**src/core/aeil_pkg.sv**
```systemverilog
/*
  Package for the alarm and error event latch: register indices, field positions,
  reset values and the bus and event carriers.
  Assumes a single 20 MHz clock domain and a plain strobe register port.
*/
package aeil_pkg;
	localparam logic [15:0] AEIL_STATUS_ADDR   = 16'h0b02;
	localparam logic [15:0] AEIL_ENABLE_ADDR   = 16'h0b03;
	localparam logic [15:0] AEIL_FRAMING_ADDR  = 16'h010b;
	localparam logic [15:0] AEIL_BLOCK_EN_ADDR = 16'h0b00;
	localparam int          AEIL_BIT_VIOL      = 3;
	localparam int          AEIL_BIT_LOSS      = 2;
	localparam int          AEIL_BIT_ONES      = 1;
	localparam int          AEIL_BIT_REMOTE    = 0;
	localparam int          AEIL_BIT_BLK_ALARM = 1;
	localparam int          AEIL_LOSS_STATE    = 7;
	localparam int          AEIL_ONES_STATE    = 6;
	localparam logic [7:0]  AEIL_STATUS_RST    = 8'h00;
	localparam logic [7:0]  AEIL_ENABLE_RST    = 8'h00;
	localparam logic [7:0]  AEIL_BLOCK_EN_RST  = 8'h00;
	localparam logic [2:0]  AEIL_THRESH_RST    = 3'h4;
	localparam logic [7:0]  AEIL_FRAMING_MASK  = 8'h07;
	localparam int          AEIL_CLK_NS        = 50;
	localparam int          AEIL_ONES_TIME_US  = 250;
	localparam int          AEIL_REM_TIME_US   = 375;
	localparam int          AEIL_ONES_CYCLES   = AEIL_ONES_TIME_US * 1000 / AEIL_CLK_NS;
	localparam int          AEIL_REM_CYCLES    = AEIL_REM_TIME_US * 1000 / AEIL_CLK_NS;
	localparam int          AEIL_NUM_EVENTS    = 4;

	typedef struct packed {
		logic [15:0] addr;
		logic [7:0]  wdata;
		logic        wr;
		logic        rd;
	} aeil_bus_t;

	typedef struct packed {
		logic code_violation;
		logic frame_error;
		logic frame_ok;
		logic all_ones_seen;
		logic zeros_seen;
		logic frame_tick;
		logic nas_frame;
		logic remote_bit;
	} aeil_line_t;
endpackage

```
**src/core/aeil_flag_bit.sv**
```systemverilog
/*
  One sticky clear-on-read event flag.
  Assumes the read strobe is one cycle long and the event is a one-cycle pulse.
*/
`timescale 1ns/1ns
module aeil_flag_bit
	import aeil_pkg::*;
(
	input  wire logic ref_clk,
	input  wire logic rst_n,
	input  wire logic event_pulse,
	input  wire logic read_clear,
	output logic      flag
);
	logic flag_d;
	logic flag_q;

	always_comb
	begin
		flag_d = flag_q;
		if (read_clear)
		begin
			flag_d = 1'b0;
		end
		// A new event beats the read so that it is reported next time.
		if (event_pulse)
		begin
			flag_d = 1'b1;
		end
	end

	always_ff @(posedge ref_clk)
	begin
		if (!rst_n)
			flag_q <= 1'b0;
		else
			flag_q <= flag_d;
	end

	assign flag = flag_q;
endmodule

```
**src/core/aeil_latch.sv**
```systemverilog
/*
  Alarm and error event latch for one E1 receive channel: frame loss, all-ones
  and remote alarm state tracking, sticky clear-on-read event flags, enables
  and the gated interrupt request.
  Assumes line indications are synchronous single-cycle pulses from the
  receive framer and line interface, and a plain strobe register port.
*/
`timescale 1ns/1ns
// Summary of operation
// Line code violation sets status bit 3 until the status is read.
// All four flags reset to 0; reading status clears them.
// Frame loss declare and clear both set status bit 2.
// Frame loss declared after threshold consecutive bad alignment words, bits 2-0.
// Every all-ones alarm transition sets status bit 1.
// Every remote alarm declare or clear sets status bit 0.
// An event requests an interrupt only when its enable bit is set.
// All-ones alarm declared after two frames; cleared on zeros in two frames.
// Remote alarm follows A bit over two consecutive non-alignment frames.
// Interrupt needs both block alarm enable and source enable.
// An event coinciding with a status read stays set.
module aeil_latch
	import aeil_pkg::*;
(
	input  wire logic       ref_clk,
	input  wire logic       rst_n,
	input  wire aeil_bus_t  bus,
	input  wire aeil_line_t line,
	output logic [7:0]      rdata,
	output logic            irq_req,
	output logic            frame_loss_defect,
	output logic            all_ones_alarm,
	output logic            remote_alarm
);
	logic [7:0] rdata_d, rdata_q;
	logic [7:0] enable_d, enable_q;
	logic       block_alarm_enable_d, block_alarm_enable_q;
	logic [2:0] frame_loss_threshold_d, frame_loss_threshold_q;
	logic [2:0] bad_count_d, bad_count_q;
	logic       frame_loss_d, frame_loss_q;
	logic [1:0] ones_frames_d, ones_frames_q;
	logic       ones_zero_d, ones_zero_q;
	logic       all_ones_d, all_ones_q;
	logic [1:0] remote_count_d, remote_count_q;
	logic       remote_d, remote_q;
	logic       irq_d, irq_q;
	logic [AEIL_NUM_EVENTS-1:0] events;
	logic [AEIL_NUM_EVENTS-1:0] flags;
	logic       status_read;

	assign status_read = bus.rd && (bus.addr == AEIL_STATUS_ADDR);

	// Defect state tracking for frame loss, all-ones and remote alarm.
	always_comb
	begin
		bad_count_d    = bad_count_q;
		frame_loss_d   = frame_loss_q;
		ones_frames_d  = ones_frames_q;
		ones_zero_d    = ones_zero_q;
		all_ones_d     = all_ones_q;
		remote_count_d = remote_count_q;
		remote_d       = remote_q;
		if (line.frame_error && !frame_loss_q)
		begin
			if (bad_count_q + 3'h1 >= frame_loss_threshold_q)
			begin
				frame_loss_d = 1'b1;
				bad_count_d  = 3'h0;
			end
			else
				bad_count_d = bad_count_q + 3'h1;
		end
		else if (line.frame_ok)
		begin
			bad_count_d  = 3'h0;
			frame_loss_d = 1'b0;
		end
		if (line.zeros_seen)
			ones_zero_d = 1'b1;
		if (line.frame_tick)
		begin
			// A frame with the zeros threshold crossed breaks the all-ones run.
			if (!all_ones_q)
			begin
				if (line.all_ones_seen && !ones_zero_q && !line.zeros_seen)
				begin
					ones_frames_d = (ones_frames_q == 2'h1) ? 2'h0 : 2'h1;
					all_ones_d    = (ones_frames_q == 2'h1);
				end
				else
					ones_frames_d = 2'h0;
			end
			else
			begin
				if (ones_zero_q || line.zeros_seen)
				begin
					ones_frames_d = (ones_frames_q == 2'h1) ? 2'h0 : 2'h1;
					all_ones_d    = !(ones_frames_q == 2'h1);
				end
				else
					ones_frames_d = 2'h0;
			end
			ones_zero_d = 1'b0;
		end
		if (line.nas_frame)
		begin
			if (line.remote_bit != remote_q)
			begin
				remote_count_d = (remote_count_q == 2'h1) ? 2'h0 : 2'h1;
				if (remote_count_q == 2'h1)
					remote_d = line.remote_bit;
			end
			else
				remote_count_d = 2'h0;
		end
	end

	assign events[AEIL_BIT_VIOL]   = line.code_violation;
	assign events[AEIL_BIT_LOSS]   = frame_loss_d != frame_loss_q;
	assign events[AEIL_BIT_ONES]   = all_ones_d != all_ones_q;
	assign events[AEIL_BIT_REMOTE] = remote_d != remote_q;

	genvar gi;
	generate
		for (gi = 0; gi < AEIL_NUM_EVENTS; gi++)
		begin : g_flag
			aeil_flag_bit u_flag (
				.ref_clk     (ref_clk),
				.rst_n       (rst_n),
				.event_pulse (events[gi]),
				.read_clear  (status_read),
				.flag        (flags[gi])
			);
		end
	endgenerate

	// Register writes, read mux and interrupt gating.
	always_comb
	begin
		enable_d               = enable_q;
		block_alarm_enable_d   = block_alarm_enable_q;
		frame_loss_threshold_d = frame_loss_threshold_q;
		rdata_d                = 8'h00;
		if (bus.wr)
		begin
			case (bus.addr)
				AEIL_ENABLE_ADDR:   enable_d = bus.wdata;
				AEIL_BLOCK_EN_ADDR: block_alarm_enable_d = bus.wdata[AEIL_BIT_BLK_ALARM];
				AEIL_FRAMING_ADDR:  frame_loss_threshold_d = bus.wdata[2:0];
				default: ;
			endcase
		end
		if (bus.rd)
		begin
			case (bus.addr)
				AEIL_STATUS_ADDR:
				begin
					rdata_d = {frame_loss_q, all_ones_q, 2'b00, flags};
				end
				AEIL_ENABLE_ADDR:   rdata_d = enable_q;
				AEIL_BLOCK_EN_ADDR: rdata_d = {6'h00, block_alarm_enable_q, 1'b0};
				AEIL_FRAMING_ADDR:  rdata_d = {5'h00, frame_loss_threshold_q};
				default:            rdata_d = 8'h00;
			endcase
		end
		irq_d = block_alarm_enable_q && |(flags & enable_q[AEIL_NUM_EVENTS-1:0]);
	end

	always_ff @(posedge ref_clk)
	begin
		if (!rst_n)
		begin
			rdata_q                <= 8'h00;
			enable_q               <= AEIL_ENABLE_RST;
			block_alarm_enable_q   <= AEIL_BLOCK_EN_RST[AEIL_BIT_BLK_ALARM];
			frame_loss_threshold_q <= AEIL_THRESH_RST;
			bad_count_q            <= 3'h0;
			frame_loss_q           <= 1'b0;
			ones_frames_q          <= 2'h0;
			ones_zero_q            <= 1'b0;
			all_ones_q             <= 1'b0;
			remote_count_q         <= 2'h0;
			remote_q               <= 1'b0;
			irq_q                  <= 1'b0;
		end
		else
		begin
			rdata_q                <= rdata_d;
			enable_q               <= enable_d;
			block_alarm_enable_q   <= block_alarm_enable_d;
			frame_loss_threshold_q <= frame_loss_threshold_d;
			bad_count_q            <= bad_count_d;
			frame_loss_q           <= frame_loss_d;
			ones_frames_q          <= ones_frames_d;
			ones_zero_q            <= ones_zero_d;
			all_ones_q             <= all_ones_d;
			remote_count_q         <= remote_count_d;
			remote_q               <= remote_d;
			irq_q                  <= irq_d;
		end
	end

	assign rdata             = rdata_q;
	assign irq_req           = irq_q;
	assign frame_loss_defect = frame_loss_q;
	assign all_ones_alarm    = all_ones_q;
	assign remote_alarm      = remote_q;

	AST_CODE_VIOL_SETS: assert property (@(posedge ref_clk) disable iff (!rst_n)
		line.code_violation |=> flags[AEIL_BIT_VIOL])
		else $error("line code violation did not set its flag");

	AST_READ_CLEARS: assert property (@(posedge ref_clk) disable iff (!rst_n)
		status_read && !(|events) |=> flags == 4'h0)
		else $error("status read did not clear flags");

	AST_FRAME_LOSS_CHANGE: assert property (@(posedge ref_clk) disable iff (!rst_n)
		$changed(frame_loss_q) |-> flags[AEIL_BIT_LOSS])
		else $error("frame loss change not flagged");

	AST_FRAME_LOSS_THRESH: assert property (@(posedge ref_clk) disable iff (!rst_n)
		$rose(frame_loss_q) |-> $past(line.frame_error))
		else $error("frame loss declared without an errored alignment word");

	AST_ALL_ONES_CHANGE: assert property (@(posedge ref_clk) disable iff (!rst_n)
		$changed(all_ones_q) |-> flags[AEIL_BIT_ONES])
		else $error("all-ones change not flagged");

	AST_REMOTE_CHANGE: assert property (@(posedge ref_clk) disable iff (!rst_n)
		$changed(remote_q) |-> flags[AEIL_BIT_REMOTE] && $past(line.nas_frame))
		else $error("remote alarm change not flagged");

	AST_IRQ_GATE: assert property (@(posedge ref_clk) disable iff (!rst_n)
		irq_q |-> $past(block_alarm_enable_q) && $past(|(flags & enable_q[3:0])))
		else $error("interrupt without both enables");

	AST_ALL_ONES_FRAME: assert property (@(posedge ref_clk) disable iff (!rst_n)
		$changed(all_ones_q) |-> $past(line.frame_tick))
		else $error("all-ones alarm changed off a frame boundary");

	AST_EVENT_KEPT: assert property (@(posedge ref_clk) disable iff (!rst_n)
		status_read && line.code_violation |=> flags[AEIL_BIT_VIOL])
		else $error("event lost during status read");
endmodule

```
**config.mk**
```make
export PLATFORM = sky130hd
export DESIGN_NAME = aeil_latch
export DESIGN_NICKNAME = d
export VERILOG_FILES = /design/src/core/aeil_pkg.sv /design/src/core/aeil_flag_bit.sv /design/src/core/aeil_latch.sv
export SDC_FILE = /design/constraint.sdc
export NUM_CORES = 1
export LEC_CHECK = 0
export BUFFER_PORTS_ARGS = -buffer_cell sky130_fd_sc_hd__buf_4
export CAP_MARGIN = 5
export CELL_PAD_IN_SITES_DETAIL_PLACEMENT = 1
export CELL_PAD_IN_SITES_GLOBAL_PLACEMENT = 1
export CORE_AREA = 5 5 69 71
export CTS_CLUSTER_DIAMETER = 120
export DETAILED_ROUTE_END_ITERATION = 12
export DIE_AREA = 0 0 74 76
export PLACE_DENSITY = 0.91
export SLEW_MARGIN = 10
export SYNTH_ARGS = -nofsm -noshare
export SYNTH_HDL_FRONTEND = slang
export SYNTH_SLANG_ARGS = --single-unit
```
**constraint.sdc**
```tcl
create_clock -name ref_clk -period 4.62 [get_ports ref_clk]
set_input_delay 0.693 -clock ref_clk [delete_from_list [all_inputs] [get_ports ref_clk]]
set_output_delay 0.693 -clock ref_clk [all_outputs]
set_load 0.05 [all_outputs]
```
* Word-level counts from Yosys, hierarchy flattened
Index checks and enable logic that the tools add are counted.
** Word-level totals
- Register bits after elaboration :: 36
- Bits of input ports :: 36
- Logic and storage cells :: 76
** Operators by class
- Add/subtract/negate cells :: 1
- $lt $le $gt $ge :: 1
- Equal/unequal tests :: 10
- Multiplexer cells :: 25
- Bitwise gates (word level) :: 2
- Reductions and logical operators :: 21
** Operator list (number)
- == test 16 x 12 -> 1 bit, second input constant :: 3
- case mux 8 bit (4 select lines) :: 1
- 2-to-1 mux 1 bit :: 20
- == test 16 x 9 -> 1 bit, second input constant :: 1
- nonzero test 2 bit :: 5
- 2-to-1 mux 3 bit :: 3
- AND reduction 2 bit :: 4
- logical AND 1 bit :: 5
- AND 4 bit :: 1
- == test 2 x 1 -> 1 bit, second input constant :: 2
- logical NOT 1 bit :: 4
- != test 1 bit :: 4
- OR reduction 4 bit :: 1
- adder 3 x 1 -> 3 bit, second input constant :: 1
- greater-or-equal comparator 3 bit :: 1
- 2-to-1 mux 2 bit :: 1
- OR reduction 2 bit :: 1
- logical OR 1 bit :: 1
- NOT 1 bit :: 1

* Depth between registers and ports, before layout
- Depth after elaboration :: 8
- Depth in mapped cells :: 6
- Mapped depth without buffers :: 6

* Modules after synthesis
Synthesis repeated with hierarchy kept, for this count alone.
** Second synthesis, totals
- Cell total of the unflattened synthesis :: 174
- Area, all modules :: 1670.4 µm²
** By module, submodules not included
- aeil_latch :: times used 1, cells each 162, area each 1505.2 µm²
- aeil_flag_bit :: times used 4, cells each 3, area each 41.3 µm²

* Least setup slack after synthesis
No wires, ideal clock.
- Path type :: input-to-reg
- Start :: input port bus[25] (netlist bit)
- End :: register rdata_q[1] (netlist: rdata[1])
- Arrival :: 2365 ps
- Required time :: 4547 ps
- Path slack :: 2182 ps
- Stages on the path :: 4
- Path buffers :: 0
- Cell sequence :: or4_4 -> or4_4 -> or4b_1 -> a21oi_1
** Between the ends
- Longest elaborated chain between the ends :: 2
** Ends and longest elaborated chain
- from (decl) :: RTL line aeil_latch.sv:26 : input wire aeil_bus_t bus,
- == test 16 x 9 -> 1 bit / == test 16 x 12 -> 1 bit (equally long branches) :: RTL line aeil_latch.sv:154 : case (bus.addr)
- case mux 8 bit (4 select lines) (*) :: RTL line aeil_latch.sv:154
- to (signal assigned) :: RTL line aeil_latch.sv:187 : rdata_q <= rdata_d;
- to (decl) :: RTL line aeil_latch.sv:34 : logic [7:0] rdata_d, rdata_q;
Mark *: on every way between the ends. The rest lies on a longest branch, timed or not.
A chain may end at the register's enable or synchronous reset.

* Worst setup path after layout
Ends and elaborated chain as after synthesis.

==> out/metrics.cfg <==
[die]
ios = 48
core_um2 = 4170
dieArea_um2 = 5620
start_util_pct = 37.4
rows = 24
die_height_um = 76
die_w_um = 74

[clock_tree]
cts_tree = yes
cts_setup_buffers = 0
cts-root-buf = clkbuf_8
cts_sinks = 34
clk_pin_slew_worst_paths_ns = 0.07
clk_latency_ns = 0.29
cts_resized = 0
tritoncts.num_buffers = 5
htreeDepth = 2
ctsHoldBuffers = 0
clk_path_buf_depth = 2

[drt]
wl_per_cell_um = 17.4
ant_nets = 0
vias_per_cell = 5.61
drt_iter0_drc = 107
vias = 1553
drc_errors = 0
drt_wl_total_mm = 4.83
dr.pass1.iters = 4

[cells_and_area]
utilization_pct = 49.6
nets = 264
post_route_cells_drive_above_1_share_pct = 28.9
num_antenna_cells = 0
fillers = 508
area_growth_pct = 32.6

[grt]
overflow = 0
grt_pass1_wl_mm = 8.19
track_usage_pct = 18.7
grt_pass1_vias = 1644
antenna_found_initial = 0
grt_start_max_net_pins = 20

[logic_synthesis]
syn_nets = 215
synthFlopType = dfxtp_1
async_flop_share_pct = 0
synth.most_common_cell = dfxtp_1
synth_edf_count = 0
postSynthAreaPerCell_um2 = 8.92
ys_seq_area_share_pct = 43.6
yosys-top-cells-count = 34 x dfxtp_1, 17 x a21oi_1, 14 x nand2_1
netlist_instances = 175
synth-seq-cells = 34
synth_area_leaders = dfxtp_1 44%, a21oi_1 5.5%, mux2_2 3.6%, nand3_1 3.5%, nand2_1 3.4%
yosysTopAreaCellShare_pct = 43.6
yosysUniqueCellTypes = 44
yosysWarnings = 0
syn_area_um2 = 1560
synth_top_cell_by_area = dfxtp_1

[timing]
finalWorstSetupSlack_ns = 2.22
finClkSkew_ns = 0.00279
slew_headroom_pct = 41.0
setup_violations = 0
hold_slack_ns = 0.471
fmax_ghz = 0.416
worstMarginPinSlew_ns = 0.877
finalHoldViolCount = 0
final_max_slew_viol_count = 0
finalCritPeriodShare_pct = 52.0
setup_tns_ns = 0
period_needed_ns = 2.40
rsz0062_at_grt = false

[critical_path]
worst-path-max-fanout = 7
cpPeakStageDelay_ns = 0.69
path_cells = buf_4 > or4_4 > nor3_1 > o2111ai_1 > a21oi_1
crit_path_end_kind = flop
cp_data_arrival_time_ns = 2.62
reg2reg_slack_ns = 2.59
cp.required_ns = 4.84
cp_slowest_cell = nor3_1
start_kind = primary input
crit_type = in -> reg
cp_top_family = simple AND/OR/NAND/NOR gates
cp_num_buf_inv = 1

[hold_path]
hold_class = reg -> reg

[placement]
dp_hpwl_mm = 3.62
io_buffer_count = 47
finalWeightedCongestion = 0.777
pre_cts_ws_ns = 1.98

[power_and_ir_drop]
power_density_nw_per_um2 = 302
leakage_uw = 0.000817
ir_drop_uv = 191

[flow_run]
cap_violations = 0

[status]
status = complete, no violations

==> flip-flops by register name, indices dropped and copies added (netlist names), 3 cells and up <==
signal / count
bad_count_q: 3
enable_q: 8
frame_loss_threshold_q: 3
g_flag.u_flag.flag: 4
rdata: 8
==> power by group <==
part	internal [uW]	total, uW	switching (uW)
Combinational	31.8	65.1	33.3
Sequential	297	302	4.07
Clock	150	258	107
Total	480	624	145
==> layer usage <==
metal	routed length, um	part of all wire [%]	track usage, %	up-vias
met5	0	0	0	-
met1	1950	40	23.0	760
li1	-	-	-	751
met4	64	1.3	5.43	0
met2	2550	53	31.3	35
met3	259	5.4	5.15	7
==> cell families after synthesis <==
logic type                 Yosys count  share of synthesized area [%]
adders and majority gates            4                           3.21
and+or+nand+nor                     64                           22.7
xor gates and xnor gates             2                           1.12
muxes                                9                           6.17
AOI/OAI and AO/OA                   50                           20.3
DFF                                 34                           43.6
buffers and inverters               12                           2.89
==> through the flow <==
step / std cells / area (um^2) / total power (uW)
after detailed placement: 269 / 1960 / 372
after global placement: 269 / 1960 / 369
after CTS: 277 / 2070 / 632
final: 277 / 2070 / 624
after global routing: 277 / 2070 / 652
after floorplan: 175 / 1560 / 335
==> worst min-delay path, delay by kind of cell (launching register included) <==
family | cells | cell delay, ns
DFF | 1 | 0.32
and+or+nand+nor | 1 | 0.05
AOI/OAI and AO/OA | 1 | 0.05
==> path summary, 6_finish.rpt <==
path,start,endpoint,depth (start not counted)
max,bus[25],rdata[1]$_SDFF_PN0_,5
min,bad_count_q[1]$_SDFFE_PN0P_,bad_count_q[1]$_SDFFE_PN0P_,2
max reg2reg,bad_count_q[0]$_SDFFE_PN0P_,g_flag[2].u_flag.flag$_SDFFE_PN0P_,6
min reg2reg,bad_count_q[1]$_SDFFE_PN0P_,bad_count_q[1]$_SDFFE_PN0P_,2
==> cell type report <==
type                            instances  area (um^2)  share of cell area (%)
Clock buffer                            8          110                    5.32
Inverter                                7         26.3                    1.27
Multi-Input combinational cell        129          835                    40.3
Sequential cell                        34          681                    32.9
Tap cell                               52         65.1                    3.14
Timing Repair Buffer                   47          353                    17.0
==> cells in the final DEF, fill, tap and decap left out, types with 5 or more instances in the layout <==
master,count
a21oi_1,17
buf_4,47
mux2_2,5
inv_1,6
clkbuf_8,8
nand2_1,14
dfxtp_1,34
nor2_1,13
o21ai_0,10
nand3_1,11
Note: power is estimated with default switching activity, not from simulation.
